$ cat config.mk
export PLATFORM = sky130hd
export DESIGN_NAME = sfl_guard
export DESIGN_NICKNAME = d
export VERILOG_FILES = /design/src/core/sfl_pkg.sv /design/src/core/sfl_core_if.sv /design/src/core/sfl_guard.sv /design/src/core/sfl_lock_policy.sv /design/src/core/sfl_prog_seq.sv
export VERILOG_INCLUDE_DIRS = /design/src /design/src/core
export SDC_FILE = /design/constraint.sdc
export NUM_CORES = 1
export LEC_CHECK = 0
export BUFFER_PORTS_ARGS = -buffer_cell sky130_fd_sc_hd__buf_2
export CAP_MARGIN = 10
export CELL_PAD_IN_SITES_DETAIL_PLACEMENT = 0
export CELL_PAD_IN_SITES_GLOBAL_PLACEMENT = 1
export CORE_MARGIN = 2
export CORE_UTILIZATION = 30
export CTS_CLUSTER_DIAMETER = 50
export CTS_CLUSTER_SIZE = 20
export DETAILED_ROUTE_END_ITERATION = 12
export GPL_TIMING_DRIVEN = 1
export PLACE_DENSITY_LB_ADDON = 0.2
export RECOVER_POWER = 100
export SLEW_MARGIN = 20
export SYNTH_ARGS = -nofsm -noshare
export SYNTH_HDL_FRONTEND = slang
export SYNTH_HIERARCHICAL = 1
export SYNTH_SLANG_ARGS = --single-unit
$ cat constraint.sdc
create_clock -name CORE_CLK -period 1.9 [get_ports CORE_CLK]
set_input_delay 0.19 -clock CORE_CLK [delete_from_list [all_inputs] [get_ports CORE_CLK]]
set_output_delay 0.19 -clock CORE_CLK [all_outputs]
set_load 0.02 [all_outputs]
$ cat src/core/sfl_consts.svh
// register offsets, field positions, reset values and timing for the flash lock guard
`ifndef SFL_CONSTS_SVH
`define SFL_CONSTS_SVH
`define SFL_CLK_PERIOD_NS  100
`define SFL_PROG_TIME_NS   4000000
`define SFL_PROG_CYCLES    ((`SFL_PROG_TIME_NS + `SFL_CLK_PERIOD_NS - 1) / `SFL_CLK_PERIOD_NS)
`define SFL_OFS_CTRL       12'h000
`define SFL_OFS_LOCK       12'h004
`define SFL_OFS_STAT       12'h008
`define SFL_CTRL_IVEC_BIT  0
`define SFL_CTRL_BCLR_BIT  1
`define SFL_CTRL_RCLR_BIT  2
`define SFL_LOCK_APP_LSB   0
`define SFL_LOCK_LDR_LSB   2
`define SFL_LOCK_RESET     4'hf
`define SFL_STAT_BUSY_BIT  0
`define SFL_STAT_HALT_BIT  1
`define SFL_STAT_ACT_BIT   2
`define SFL_STAT_REJ_BIT   3
`define SFL_MODE_OPEN      2'h3
`define SFL_MODE_NOWR      2'h2
`define SFL_MODE_FULL      2'h0
`define SFL_MODE_NORD      2'h1
`endif

$ cat src/core/sfl_pkg.sv
// types shared by the flash lock guard modules
package sfl_pkg;
	typedef enum logic [1:0] {SFL_SPM_FILL, SFL_SPM_ERASE, SFL_SPM_WRITE, SFL_SPM_LOCKSET} sfl_spm_kind_t;
	typedef enum logic {SFL_ST_IDLE, SFL_ST_RUN} sfl_seq_state_t;
endpackage : sfl_pkg

$ cat src/core/sfl_core_if.sv
// signals between the guard top, its lock policy and its operation sequencer
`timescale 1ns/1ns
interface sfl_core_if;
	logic [1:0] app_lock;
	logic [1:0] ldr_lock;
	logic       pc_in_ldr;
	logic       ivec_in_ldr;
	logic       spm_tgt_ldr;
	logic       lpm_tgt_ldr;
	logic       spm_write_ok;
	logic       lpm_read_ok;
	logic       irq_suppress;
	logic       start;
	logic       start_halt;
	logic       active;
	logic       halting;
	logic       done;
	modport pol (input app_lock, ldr_lock, pc_in_ldr, ivec_in_ldr, spm_tgt_ldr, lpm_tgt_ldr,
		output spm_write_ok, lpm_read_ok, irq_suppress);
	modport seq (input start, start_halt, output active, halting, done);
	modport top (output app_lock, ldr_lock, pc_in_ldr, ivec_in_ldr, spm_tgt_ldr, lpm_tgt_ldr,
		start, start_halt, input spm_write_ok, lpm_read_ok, irq_suppress, active, halting, done);
endinterface : sfl_core_if

$ cat src/core/sfl_guard.sv
// self-programming flash access guard with APB control registers
//
// The APB register port and the register addresses were left to the implementer.
`timescale 1ns/1ns
`include "sfl_consts.svh"
module sfl_guard #(
	parameter int            AW          = 15,
	parameter logic [AW-1:0] HALT_BASE   = 15'h7000,
	parameter logic [AW-1:0] LOADER_BASE = 15'h7800,
	parameter int            PROG_CYCLES = `SFL_PROG_CYCLES
) (
	input  wire logic          CORE_CLK,
	input  wire logic          SYS_RST,
	input  wire logic          PSEL,
	input  wire logic          PENABLE,
	input  wire logic          PWRITE,
	input  wire logic [11:0]   PADDR,
	input  wire logic [31:0]   PWDATA,
	output logic      [31:0]   PRDATA,
	output logic               PREADY,
	output logic               PSLVERR,
	input  wire logic          SPM_REQ,
	input  wire logic [1:0]    SPM_KIND,
	input  wire logic [AW-1:0] SPM_ADDR,
	input  wire logic [3:0]    SPM_LOCK_DATA,
	input  wire logic          LPM_REQ,
	input  wire logic [AW-1:0] LPM_ADDR,
	input  wire logic [AW-1:0] PC_ADDR,
	input  wire logic          IRQ_IN,
	input  wire logic          EXT_LOCK_WE,
	input  wire logic [3:0]    EXT_LOCK_DATA,
	input  wire logic          EXT_CHIP_ERASE,
	output logic               CPU_STALL,
	output logic               CONC_READ_BLOCK,
	output logic               LPM_GRANT,
	output logic               LPM_DENY,
	output logic               IRQ_OUT,
	output logic               FLASH_ERASE_GO,
	output logic               FLASH_WRITE_GO,
	output logic      [AW-1:0] FLASH_PAGE,
	output logic               SPM_REJECT
);
	sfl_core_if c ();

	logic [3:0]  lock_r;
	logic        ivec_r;
	logic        busy_r;
	logic        rej_r;
	logic [31:0] prdata_r;
	logic        erase_go_r;
	logic        write_go_r;
	logic [AW-1:0] page_r;
	logic        spm_rej_r;
	logic        irq_r;
	logic [5:0]  ext_s1_r;
	logic [5:0]  ext_s2_r;
	logic        ext_we_d_r;
	logic        ext_ce_d_r;
	logic        ext_we_p;
	logic        ext_ce_p;
	logic        apb_wr;
	logic        apb_setup;
	logic        addr_hit;
	logic        spm_prog;
	logic        spm_go;
	logic        spm_rej;
	logic        go_halt;
	logic        lockset;
	logic        busy_clr;
	logic        rej_clr;
	logic        lpm_ok;
	logic [31:0] rd_mux;

	sfl_lock_policy u_pol (
		.p (c.pol)
	);

	sfl_prog_seq #(
		.CYCLES (PROG_CYCLES)
	) u_seq (
		.clk (CORE_CLK),
		.rst (SYS_RST),
		.s   (c.seq)
	);

	// region decode: loader lies wholly inside the halting region
	assign c.app_lock    = lock_r[`SFL_LOCK_APP_LSB +: 2];
	assign c.ldr_lock    = lock_r[`SFL_LOCK_LDR_LSB +: 2];
	assign c.pc_in_ldr   = (PC_ADDR >= LOADER_BASE);
	assign c.ivec_in_ldr = ivec_r;
	assign c.spm_tgt_ldr = (SPM_ADDR >= LOADER_BASE);
	assign c.lpm_tgt_ldr = (LPM_ADDR >= LOADER_BASE);

	// store requests; ignored while an operation runs
	assign spm_prog = SPM_REQ && c.pc_in_ldr && !c.active &&
		(SPM_KIND == sfl_pkg::SFL_SPM_ERASE || SPM_KIND == sfl_pkg::SFL_SPM_WRITE);
	assign spm_go   = spm_prog && c.spm_write_ok;
	assign spm_rej  = spm_prog && !c.spm_write_ok;
	assign go_halt  = (SPM_ADDR >= HALT_BASE);
	assign lockset  = SPM_REQ && c.pc_in_ldr && !c.active && SPM_KIND == sfl_pkg::SFL_SPM_LOCKSET;
	assign c.start      = spm_go;
	assign c.start_halt = go_halt;

	// external programming pins cross into the core clock here
	always_ff @(posedge CORE_CLK or posedge SYS_RST) begin
		if (SYS_RST) begin
			ext_s1_r   <= 6'h00;
			ext_s2_r   <= 6'h00;
			ext_we_d_r <= 1'b0;
			ext_ce_d_r <= 1'b0;
		end else begin
			ext_s1_r   <= {EXT_CHIP_ERASE, EXT_LOCK_WE, EXT_LOCK_DATA};
			ext_s2_r   <= ext_s1_r;
			ext_we_d_r <= ext_s2_r[4];
			ext_ce_d_r <= ext_s2_r[5];
		end
	end
	assign ext_we_p = ext_s2_r[4] && !ext_we_d_r;
	assign ext_ce_p = ext_s2_r[5] && !ext_ce_d_r;

	// lock bits can only move toward programmed (0) except on chip erase or system reset
	always_ff @(posedge CORE_CLK or posedge SYS_RST) begin
		if (SYS_RST) begin
			lock_r <= `SFL_LOCK_RESET;
		end else if (ext_ce_p) begin
			lock_r <= `SFL_LOCK_RESET;
		end else if (ext_we_p) begin
			lock_r <= lock_r & ext_s2_r[3:0];
		end else if (lockset) begin
			lock_r <= lock_r & SPM_LOCK_DATA;
		end
	end

	// APB slave, zero wait states
	assign apb_setup = PSEL && !PENABLE;
	assign apb_wr    = PSEL && PENABLE && PWRITE;
	assign addr_hit  = (PADDR == `SFL_OFS_CTRL) || (PADDR == `SFL_OFS_LOCK) || (PADDR == `SFL_OFS_STAT);
	assign PREADY    = 1'b1;
	assign PSLVERR   = PSEL && PENABLE && !addr_hit;
	assign busy_clr  = apb_wr && PADDR == `SFL_OFS_CTRL && PWDATA[`SFL_CTRL_BCLR_BIT];
	assign rej_clr   = apb_wr && PADDR == `SFL_OFS_CTRL && PWDATA[`SFL_CTRL_RCLR_BIT];

	always_comb begin
		rd_mux = 32'h0000_0000;
		case (PADDR)
			`SFL_OFS_CTRL: rd_mux[`SFL_CTRL_IVEC_BIT] = ivec_r;
			`SFL_OFS_LOCK: rd_mux[3:0] = lock_r;
			`SFL_OFS_STAT: begin
				rd_mux[`SFL_STAT_BUSY_BIT] = busy_r;
				rd_mux[`SFL_STAT_HALT_BIT] = c.halting;
				rd_mux[`SFL_STAT_ACT_BIT]  = c.active;
				rd_mux[`SFL_STAT_REJ_BIT]  = rej_r;
			end
			default: rd_mux = 32'h0000_0000;
		endcase
	end

	always_ff @(posedge CORE_CLK or posedge SYS_RST) begin
		if (SYS_RST) begin
			prdata_r <= 32'h0000_0000;
		end else if (apb_setup && !PWRITE) begin
			prdata_r <= rd_mux;
		end
	end
	assign PRDATA = prdata_r;

	always_ff @(posedge CORE_CLK or posedge SYS_RST) begin
		if (SYS_RST) begin
			ivec_r <= 1'b0;
		end else if (apb_wr && PADDR == `SFL_OFS_CTRL) begin
			ivec_r <= PWDATA[`SFL_CTRL_IVEC_BIT];
		end
	end

	// busy flag: set on a concurrent-region start, software clear only after finish
	always_ff @(posedge CORE_CLK or posedge SYS_RST) begin
		if (SYS_RST) begin
			busy_r <= 1'b0;
		end else if (spm_go && !go_halt) begin
			busy_r <= 1'b1;
		end else if (busy_clr && !c.active) begin
			busy_r <= 1'b0;
		end
	end

	always_ff @(posedge CORE_CLK or posedge SYS_RST) begin
		if (SYS_RST) begin
			rej_r <= 1'b0;
		end else if (spm_rej) begin
			rej_r <= 1'b1;
		end else if (rej_clr) begin
			rej_r <= 1'b0;
		end
	end

	// flash command strobes toward the array
	always_ff @(posedge CORE_CLK or posedge SYS_RST) begin
		if (SYS_RST) begin
			erase_go_r <= 1'b0;
			write_go_r <= 1'b0;
			page_r     <= '0;
			spm_rej_r  <= 1'b0;
		end else begin
			erase_go_r <= spm_go && SPM_KIND == sfl_pkg::SFL_SPM_ERASE;
			write_go_r <= spm_go && SPM_KIND == sfl_pkg::SFL_SPM_WRITE;
			spm_rej_r  <= spm_rej;
			if (spm_go) begin
				page_r <= SPM_ADDR;
			end
		end
	end
	assign FLASH_ERASE_GO = erase_go_r;
	assign FLASH_WRITE_GO = write_go_r;
	assign FLASH_PAGE     = page_r;
	assign SPM_REJECT     = spm_rej_r;
	assign CPU_STALL      = c.halting;
	assign CONC_READ_BLOCK = busy_r;

	// loads: lock policy plus concurrent region blocked while busy
	assign lpm_ok    = c.lpm_read_ok && !(busy_r && LPM_ADDR < HALT_BASE);
	assign LPM_GRANT = LPM_REQ && lpm_ok;
	assign LPM_DENY  = LPM_REQ && !lpm_ok;

	always_ff @(posedge CORE_CLK or posedge SYS_RST) begin
		if (SYS_RST) begin
			irq_r <= 1'b0;
		end else begin
			irq_r <= IRQ_IN && !c.irq_suppress;
		end
	end
	assign IRQ_OUT = irq_r;

	stall_halt_a: assert property (@(posedge CORE_CLK) disable iff (SYS_RST)
		spm_go && go_halt |=> CPU_STALL [*8])
		else $error("halting-region operation did not stall");

	conc_run_a: assert property (@(posedge CORE_CLK) disable iff (SYS_RST)
		spm_go && !go_halt |=> !CPU_STALL && CONC_READ_BLOCK)
		else $error("concurrent-region operation stalled or left region readable");

	busy_hold_a: assert property (@(posedge CORE_CLK) disable iff (SYS_RST)
		c.active && !c.halting |-> ##1 CONC_READ_BLOCK)
		else $error("busy flag dropped during concurrent operation");

	lock_prog_a: assert property (@(posedge CORE_CLK) disable iff (SYS_RST)
		!ext_ce_p |=> (lock_r & ~$past(lock_r)) == 4'h0)
		else $error("lock bit returned to unprogrammed without chip erase");

	app_nostore_a: assert property (@(posedge CORE_CLK) disable iff (SYS_RST)
		SPM_REQ && !c.pc_in_ldr |=> !FLASH_ERASE_GO && !FLASH_WRITE_GO)
		else $error("store from application region started programming");

	rej_quiet_a: assert property (@(posedge CORE_CLK) disable iff (SYS_RST)
		spm_rej |=> SPM_REJECT && !FLASH_WRITE_GO && !FLASH_ERASE_GO && !CPU_STALL)
		else $error("rejected store touched flash or stalled");

	app_wrlock_a: assert property (@(posedge CORE_CLK) disable iff (SYS_RST)
		spm_prog && !c.spm_tgt_ldr && !lock_r[`SFL_LOCK_APP_LSB] |=> SPM_REJECT)
		else $error("store into write-locked application region accepted");

	ldr_rdlock_a: assert property (@(posedge CORE_CLK) disable iff (SYS_RST)
		LPM_REQ && !c.pc_in_ldr && c.lpm_tgt_ldr && !lock_r[`SFL_LOCK_LDR_LSB + 1] |-> LPM_DENY)
		else $error("application read of read-locked loader region granted");

	irq_mask_a: assert property (@(posedge CORE_CLK) disable iff (SYS_RST)
		IRQ_IN && !c.pc_in_ldr && ivec_r && !lock_r[`SFL_LOCK_APP_LSB + 1] |=> !IRQ_OUT)
		else $error("interrupt passed while application lock masks it");

	ldr_wrlock_a: assert property (@(posedge CORE_CLK) disable iff (SYS_RST)
		spm_prog && c.spm_tgt_ldr && !lock_r[`SFL_LOCK_LDR_LSB] |=> SPM_REJECT)
		else $error("store into write-locked loader region accepted");

	app_rdlock_a: assert property (@(posedge CORE_CLK) disable iff (SYS_RST)
		LPM_REQ && c.pc_in_ldr && !c.lpm_tgt_ldr && !lock_r[`SFL_LOCK_APP_LSB + 1] |-> LPM_DENY)
		else $error("loader read of read-locked application region granted");

	ldr_irqmask_a: assert property (@(posedge CORE_CLK) disable iff (SYS_RST)
		IRQ_IN && c.pc_in_ldr && !ivec_r && !lock_r[`SFL_LOCK_LDR_LSB + 1] |=> !IRQ_OUT)
		else $error("interrupt passed while loader lock masks it");

	busy_read_a: assert property (@(posedge CORE_CLK) disable iff (SYS_RST)
		LPM_REQ && busy_r && LPM_ADDR < HALT_BASE |-> LPM_DENY)
		else $error("read of busy concurrent region granted");

	open_store_a: assert property (@(posedge CORE_CLK) disable iff (SYS_RST)
		spm_prog && lock_r == `SFL_LOCK_RESET |=> !SPM_REJECT && (FLASH_ERASE_GO || FLASH_WRITE_GO))
		else $error("store refused with both regions open");

	page_latch_a: assert property (@(posedge CORE_CLK) disable iff (SYS_RST)
		spm_go |=> FLASH_PAGE == $past(SPM_ADDR))
		else $error("accepted store did not latch its page");
endmodule : sfl_guard

$ cat src/core/sfl_lock_policy.sv
// lock field decode: write, cross-region read and interrupt permissions
`timescale 1ns/1ns
`include "sfl_consts.svh"
module sfl_lock_policy (
	sfl_core_if.pol p
);
	logic app_wr_blk;
	logic app_rd_blk;
	logic ldr_wr_blk;
	logic ldr_rd_blk;

	// general lock modes never enter here, only the two region fields do
	always_comb begin
		case (p.app_lock)
			`SFL_MODE_OPEN: begin app_wr_blk = 1'b0; app_rd_blk = 1'b0; end
			`SFL_MODE_NOWR: begin app_wr_blk = 1'b1; app_rd_blk = 1'b0; end
			`SFL_MODE_FULL: begin app_wr_blk = 1'b1; app_rd_blk = 1'b1; end
			`SFL_MODE_NORD: begin app_wr_blk = 1'b0; app_rd_blk = 1'b1; end
			default:        begin app_wr_blk = 1'b1; app_rd_blk = 1'b1; end
		endcase
		case (p.ldr_lock)
			`SFL_MODE_OPEN: begin ldr_wr_blk = 1'b0; ldr_rd_blk = 1'b0; end
			`SFL_MODE_NOWR: begin ldr_wr_blk = 1'b1; ldr_rd_blk = 1'b0; end
			`SFL_MODE_FULL: begin ldr_wr_blk = 1'b1; ldr_rd_blk = 1'b1; end
			`SFL_MODE_NORD: begin ldr_wr_blk = 1'b0; ldr_rd_blk = 1'b1; end
			default:        begin ldr_wr_blk = 1'b1; ldr_rd_blk = 1'b1; end
		endcase
	end

	assign p.spm_write_ok = p.spm_tgt_ldr ? !ldr_wr_blk : !app_wr_blk;
	// reads inside the running region are always allowed
	assign p.lpm_read_ok  = !((!p.lpm_tgt_ldr && p.pc_in_ldr && app_rd_blk) ||
		(p.lpm_tgt_ldr && !p.pc_in_ldr && ldr_rd_blk));
	assign p.irq_suppress = (!p.pc_in_ldr && app_rd_blk && p.ivec_in_ldr) ||
		(p.pc_in_ldr && ldr_rd_blk && !p.ivec_in_ldr);
endmodule : sfl_lock_policy

$ cat src/core/sfl_prog_seq.sv
// timed page erase / page write sequencer
`timescale 1ns/1ns
module sfl_prog_seq #(
	parameter int CYCLES = 40000
) (
	input  wire logic clk,
	input  wire logic rst,
	sfl_core_if.seq   s
);
	localparam int CW = $clog2(CYCLES + 1);
	sfl_pkg::sfl_seq_state_t state_r;
	logic [CW-1:0]           cnt_r;
	logic                    halt_r;
	logic                    done_r;

	always_ff @(posedge clk or posedge rst) begin
		if (rst) begin
			state_r <= sfl_pkg::SFL_ST_IDLE;
			cnt_r   <= '0;
			halt_r  <= 1'b0;
			done_r  <= 1'b0;
		end else begin
			done_r <= 1'b0;
			case (state_r)
				sfl_pkg::SFL_ST_IDLE: begin
					if (s.start) begin
						state_r <= sfl_pkg::SFL_ST_RUN;
						cnt_r   <= CW'(CYCLES - 1);
						halt_r  <= s.start_halt;
					end
				end
				sfl_pkg::SFL_ST_RUN: begin
					if (cnt_r == '0) begin
						state_r <= sfl_pkg::SFL_ST_IDLE;
						halt_r  <= 1'b0;
						done_r  <= 1'b1;
					end else begin
						cnt_r <= cnt_r - 1'b1;
					end
				end
				default: state_r <= sfl_pkg::SFL_ST_IDLE;
			endcase
		end
	end

	assign s.active  = (state_r == sfl_pkg::SFL_ST_RUN);
	assign s.halting = halt_r;
	assign s.done    = done_r;

	seq_end_a: assert property (@(posedge clk) disable iff (rst)
		s.active && cnt_r == '0 |=> !s.active && !s.halting && s.done)
		else $error("sequencer did not finish at zero count");
endmodule : sfl_prog_seq

After elaboration in Yosys (flattened, before gate mapping)

Index checks and enable logic that the tools add are counted.

Output and inout bits: 57
Flip-flop bits (word level): 62

$lt $le $gt $ge: 5
Add/sub/neg operators: 1
Bitwise logic cells: 3
Reductions and logical operators: 72
Multiplexer cells: 23
Equal/unequal tests: 14

Operator list:

| operator                                                              | number |
|---|---|
| 15-bit >= comparator (second input constant)                          | 4 |
| 1-bit logical AND                                                     | 33 |
| 16-bit two-way mux                                                    | 2 |
| 16-bit one-hot mux with 2 select lines                                | 1 |
| 1-bit logical NOT                                                     | 17 |
| 16-bit logical NOT                                                    | 1 |
| 2-bit OR reduction                                                    | 8 |
| 16-bit by 1-bit subtractor with 16-bit output (second input constant) | 1 |
| 15-bit < comparator (second input constant)                           | 1 |
| 12-bit by 3-bit == test with 1-bit output (second input constant)     | 1 |
| 12-bit by 4-bit == test with 1-bit output (second input constant)     | 1 |
| 2-bit == test (second input constant)                                 | 6 |
| 12-bit logical NOT                                                    | 1 |
| 4-bit two-way mux                                                     | 3 |
| 1-bit one-hot mux with 2 select lines                                 | 6 |
| 1-bit two-way mux                                                     | 9 |
| 4-bit AND                                                             | 2 |
| 2-bit by 1-bit == test with 1-bit output (second input constant)      | 3 |
| 2-bit != test (second input constant)                                 | 3 |
| 3-bit one-hot mux with 2 select lines                                 | 1 |
| 1-bit logical OR                                                      | 5 |
| 2-bit logical NOT                                                     | 2 |
| 2-bit AND reduction                                                   | 2 |
| 2-bit nonzero test                                                    | 2 |
| 3 further kinds                                                       | 3 |

Longest topological paths before layout

Depth after elaboration: 9
Gate-level depth with buffers: 10

Cells and area by module

Netlist, hierarchy kept.

By module, submodules not included:

| module          | cells an instance | instances | area each (sq um) |
|---|---|---|---|
| sfl_guard       | 160               | 1         | 1971.9 |
| sfl_prog_seq    | 106               | 1         | 1048.5 |
| sfl_lock_policy | 7                 | 1         | 51.3 |

Least setup slack after synthesis

Ideal clock, no wire load.

Kind: input port to flip-flop
Start point: input SPM_ADDR[12]
End point: register u_seq.cnt_r[10]
Arrival time: 1.925 ns
Stages: 9
Slack: -0.149 ns
Cells stage by stage: and3_1 > and2_1 > mux2_2 > nand4_2 > buf_2 > inv_1 > nor2b_1 > clkbuf_1 > a211o_2

Cells in the longest elaborated chain, start to end: 5

RTL lines:

| element                              | RTL line              | text |
|---|---|---|
| start, declared                      | sfl_guard.sv:24       | `input wire logic [AW-1:0] SPM_ADDR,` |
| 15-bit >= comparator                 | sfl_guard.sv:91       | `assign c.spm_tgt_ldr = (SPM_ADDR >= LOADER_BASE);` |
| named net c.spm_tgt_ldr              | sfl_core_if.sv:8      | `logic spm_tgt_ldr;` |
| 1-bit two-way mux                    | sfl_lock_policy.sv:30 | `assign p.spm_write_ok = p.spm_tgt_ldr ? !ldr_wr_blk : !app_wr_blk;` |
| named net c.spm_write_ok             | sfl_core_if.sv:10     | `logic spm_write_ok;` |
| 1-bit logical AND                    | sfl_guard.sv:97       | `assign spm_go = spm_prog && c.spm_write_ok;` |
| named net c.start                    | sfl_core_if.sv:13     | `logic start;` |
| 2-bit != test (no source line)       | --                    |  |
| 2-bit AND reduction (no source line) | --                    |  |
| end signal, assigned                 | sfl_prog_seq.sv:28    | `cnt_r <= CW'(CYCLES - 1);` |
| end signal, assigned                 | sfl_prog_seq.sv:38    | `cnt_r <= cnt_r - 1'b1;` |
| end, declared                        | sfl_prog_seq.sv:12    | `logic [CW-1:0] cnt_r;` |

The timed path passes the listed nets, and every way through them passes these cells.
A chain may end at the register's enable or synchronous reset.

Worst setup path after layout

Start point: register u_seq.cnt_r[13]
End point: register u_seq.cnt_r[10]

Cells in the longest elaborated chain, start to end: 3

RTL lines:

| element                              | RTL line           | text |
|---|---|---|
| 16-bit logical NOT                   | sfl_prog_seq.sv:33 | `if (cnt_r == '0) begin` |
| 2-bit != test (no source line)       | --                 |  |
| 2-bit AND reduction (no source line) | --                 |  |

No other way between the ends.

==> metrics.md <==
| Metric | Value |
|---|---|
| WP depth | 5 |
| VDD IR max | 0.2533 mV |
| M2 GR Usage | 20.64% |
| CP max-delay cell | or4_1 |
| Setup slack, reg-to-reg | 120 ps |
| Crit path buf inv count | 1 |
| Inserted Diodes | 0 |
| CTS Sinks | 62 |
| Max Clock Freq | 0.5605 GHz |
| Post-Syn Area per Cell | 11.20 um2 |
| Endpoints failing hold | 0 |
| First DRT Iteration DRCs | 90 |
| Worst path max stage delay | 600 ps |
| Reg2reg end | u_seq/cnt_r[10] |
| Tot GR Track Use | 13.19% |
| PwrDens | 706.3 mW/mm2 |
| Cell type group with the largest total delay on the critical path | simple AND/OR/NAND/NOR gates |
| Post-route DRC | 0 |
| Reg clk slew, reported paths | 70 ps |
| M1 GR Usage | 17.20% |
| Reg-to-reg critical path startpoint | u_seq/cnt_r[13] |
| DR vias | 2364 |
| CTS H-tree depth | 3 |
| Die H | 104.8 um |
| Largest net degree at the start of global routing | 26 |
| CTS root buffer | clkbuf_8 |
| ANT nets after route | 0 |
| I/O pin cnt | 166 |
| RSZ-0062 raised after global routing | no |
| Worst Tran Pin Value | 768.3 ps |
| First-pass GRT wire length | 11.50 mm |
| CTS Buf Count | 9 |
| Tcrit/Tclk final | 93.89% |
| Std-Cell Rows | 36 |
| CP max FO | 4 |
| Worst path required time | 2130 ps |
| Critical path arrival | 2010 ps |
| Final Max Slew Viols | 0 |
| Initial Util | 31.03% |
| Clk_lat worst skew | 340 ps |
| CTS tree | done |
| Die W | 104.8 um |
| Drt pass-1 iters | 4 |
| Worst Hold Class | in -> reg |
| Worst setup startpoint | u_seq/cnt_r[13] |
| GP Congestion | 0.7854 |
| Vias in the first global route | 2373 |
| Longest Clk Path Bufs | 2 |
| CP Launch Type | flop |
| Final min period | 1784 ps |
| Initial antenna violation count | 0 |
| Setup ws final | 116.0 ps |
| Top Usage Layer GRT | met2 |
| Placed cell area | 0.003680 mm2 |
| Post-layout nets | 505 |
| GRT overflow | 0 |
| WL per Instance | 13.36 um |
| Area added between synthesis and finish | 28.21% |
| DRT Wirelength | 7.081 mm |
| Via density | 4.460 |
| Worst Setup EP | u_seq/cnt_r[10] |
| Detailed placer's ending HPWL | 5.316 mm |
| Max-cap violations | 0 |
| Gate Count Post-Synth | 272 |
| Grt met3 use | 4.180% |
| Status | finished, final reports clean |
| Final setup fails | 0 |
| Crit Path Category | reg -> reg |
| Layout cells sized above 1 | 32.49% |
| Worst slew margin | 48.73% |
| Worst Skew | 9.626 ps |
| Core footprint | 0.009819 mm2 |
| Final Cell Area | 0.003906 mm2 |
| Input/output buffers | 85 |
| Post-Synthesis Cell Area | 0.003047 mm2 |
| Leak | 1.847 nW |
| YS warnings | 6 |
| Most frequent CP cell | nor3_1 |
| Worst Setup Slack post-DPL | 49.68 ps |
| Fin Setup TNS | 0 ps |
| CP Cell Sequence | or4_1 -> nor3_1 -> buf_4 -> nor3_1 -> a211o_2 |
| Die ar. | 0.01098 mm2 |
| Reg2Reg Depth | 5 |
| Crit. End Element | flop |
[worst min path at each step]
stage	from	endpoint	slack, ps	depth (start not counted)
floorplan	SYS_RST	u_seq/cnt_r[0]	130	1
global placement	SYS_RST	IRQ_OUT	250	2
detailed placement	SYS_RST	IRQ_OUT	250	2
CTS	SPM_LOCK_DATA[3]	lock_r[3]	50	2
global route	SPM_LOCK_DATA[1]	lock_r[1]	70	2
finish	IRQ_IN	IRQ_OUT	70	2
[per-stage QoR]
step | hold WS (ps) | total power [mW] | utilization [%] | cells
floorplan | 128.6 | 1.569 | - | 299
global placement | 246.9 | 1.620 | 37.47 | 506
detailed placement | 252.6 | 1.623 | 37.47 | 506
CTS | 53.38 | 2.814 | 40.15 | 529
global route | 65.79 | 2.879 | 39.78 | 530
finish | 70.11 | 2.759 | 39.78 | 530
[what timing repair did]
action / CTS / global route
hold endpoints to repair: 21 / 0
hold buffers: 7 / 0
setup endpoints to repair: 0 / 2
gates resized for setup: 0 / 2
setup buffers: 0 / 1
[metal layers]
layer | routed length (um) | vias up
met3 | 432 | 4
met4 | 39 | 0
li1 | - | 1162
met5 | 0 | -
met1 | 3406 | 1121
met2 | 3203 | 77
[cell type report]
type / count / area [um2]
clock buffer: 12 / 145.1
clock inverter: 4 / 47.55
fill: 1023 / 5913
inverter: 10 / 37.54
multi-input combinational: 194 / 1329
sequential: 62 / 1556
tap: 133 / 166.4
timing repair buffer: 115 / 624.3
[layout by cell type, fill, tap and decap left out, types with 2 or more instances in the layout]
cell type,instances
a22oi_1,4
o21a_1,4
o2111ai_1,2
and4_1,2
ha_1,4
nand2_1,15
nand2b_1,4
mux2_2,16
nor2_1,16
buf_4,18
clkinv_2,2
o211ai_1,2
nor4_1,2
nor4b_1,3
or4_1,4
clkbuf_8,10
clkbuf_1,29
clkbuf_2,4
a31oi_1,2
a21oi_1,8
o31ai_1,3
nor2b_1,7
dfrtp_1,58
mux2i_1,7
and2_1,4
nand3_1,9
dlygate4sd3_1,7
inv_1,10
dfstp_2,4
o22a_1,4
conb_1,29
buf_2,58
nor3_1,6
nor4_4,2
a21o_1,2
nor3b_1,2
o21ai_0,7
[sequential cells by signal, indices dropped and copies added (netlist names), 4 cells and up]
name,cells
ext_s2_r,6
u_seq/cnt_r,16
lock_r,4
FLASH_PAGE,15
ext_s1_r,6
PRDATA,4
[report_power, final]
group | leakage, nW | internal (mW) | switching [mW]
sequential | 0.772 | 1.36 | 0.0175
clock | 0.0964 | 0.638 | 0.516
combinational | 0.978 | 0.0912 | 0.140
total | 1.85 | 2.09 | 0.674
No activity file was read; power rests on OpenSTA's default activity.
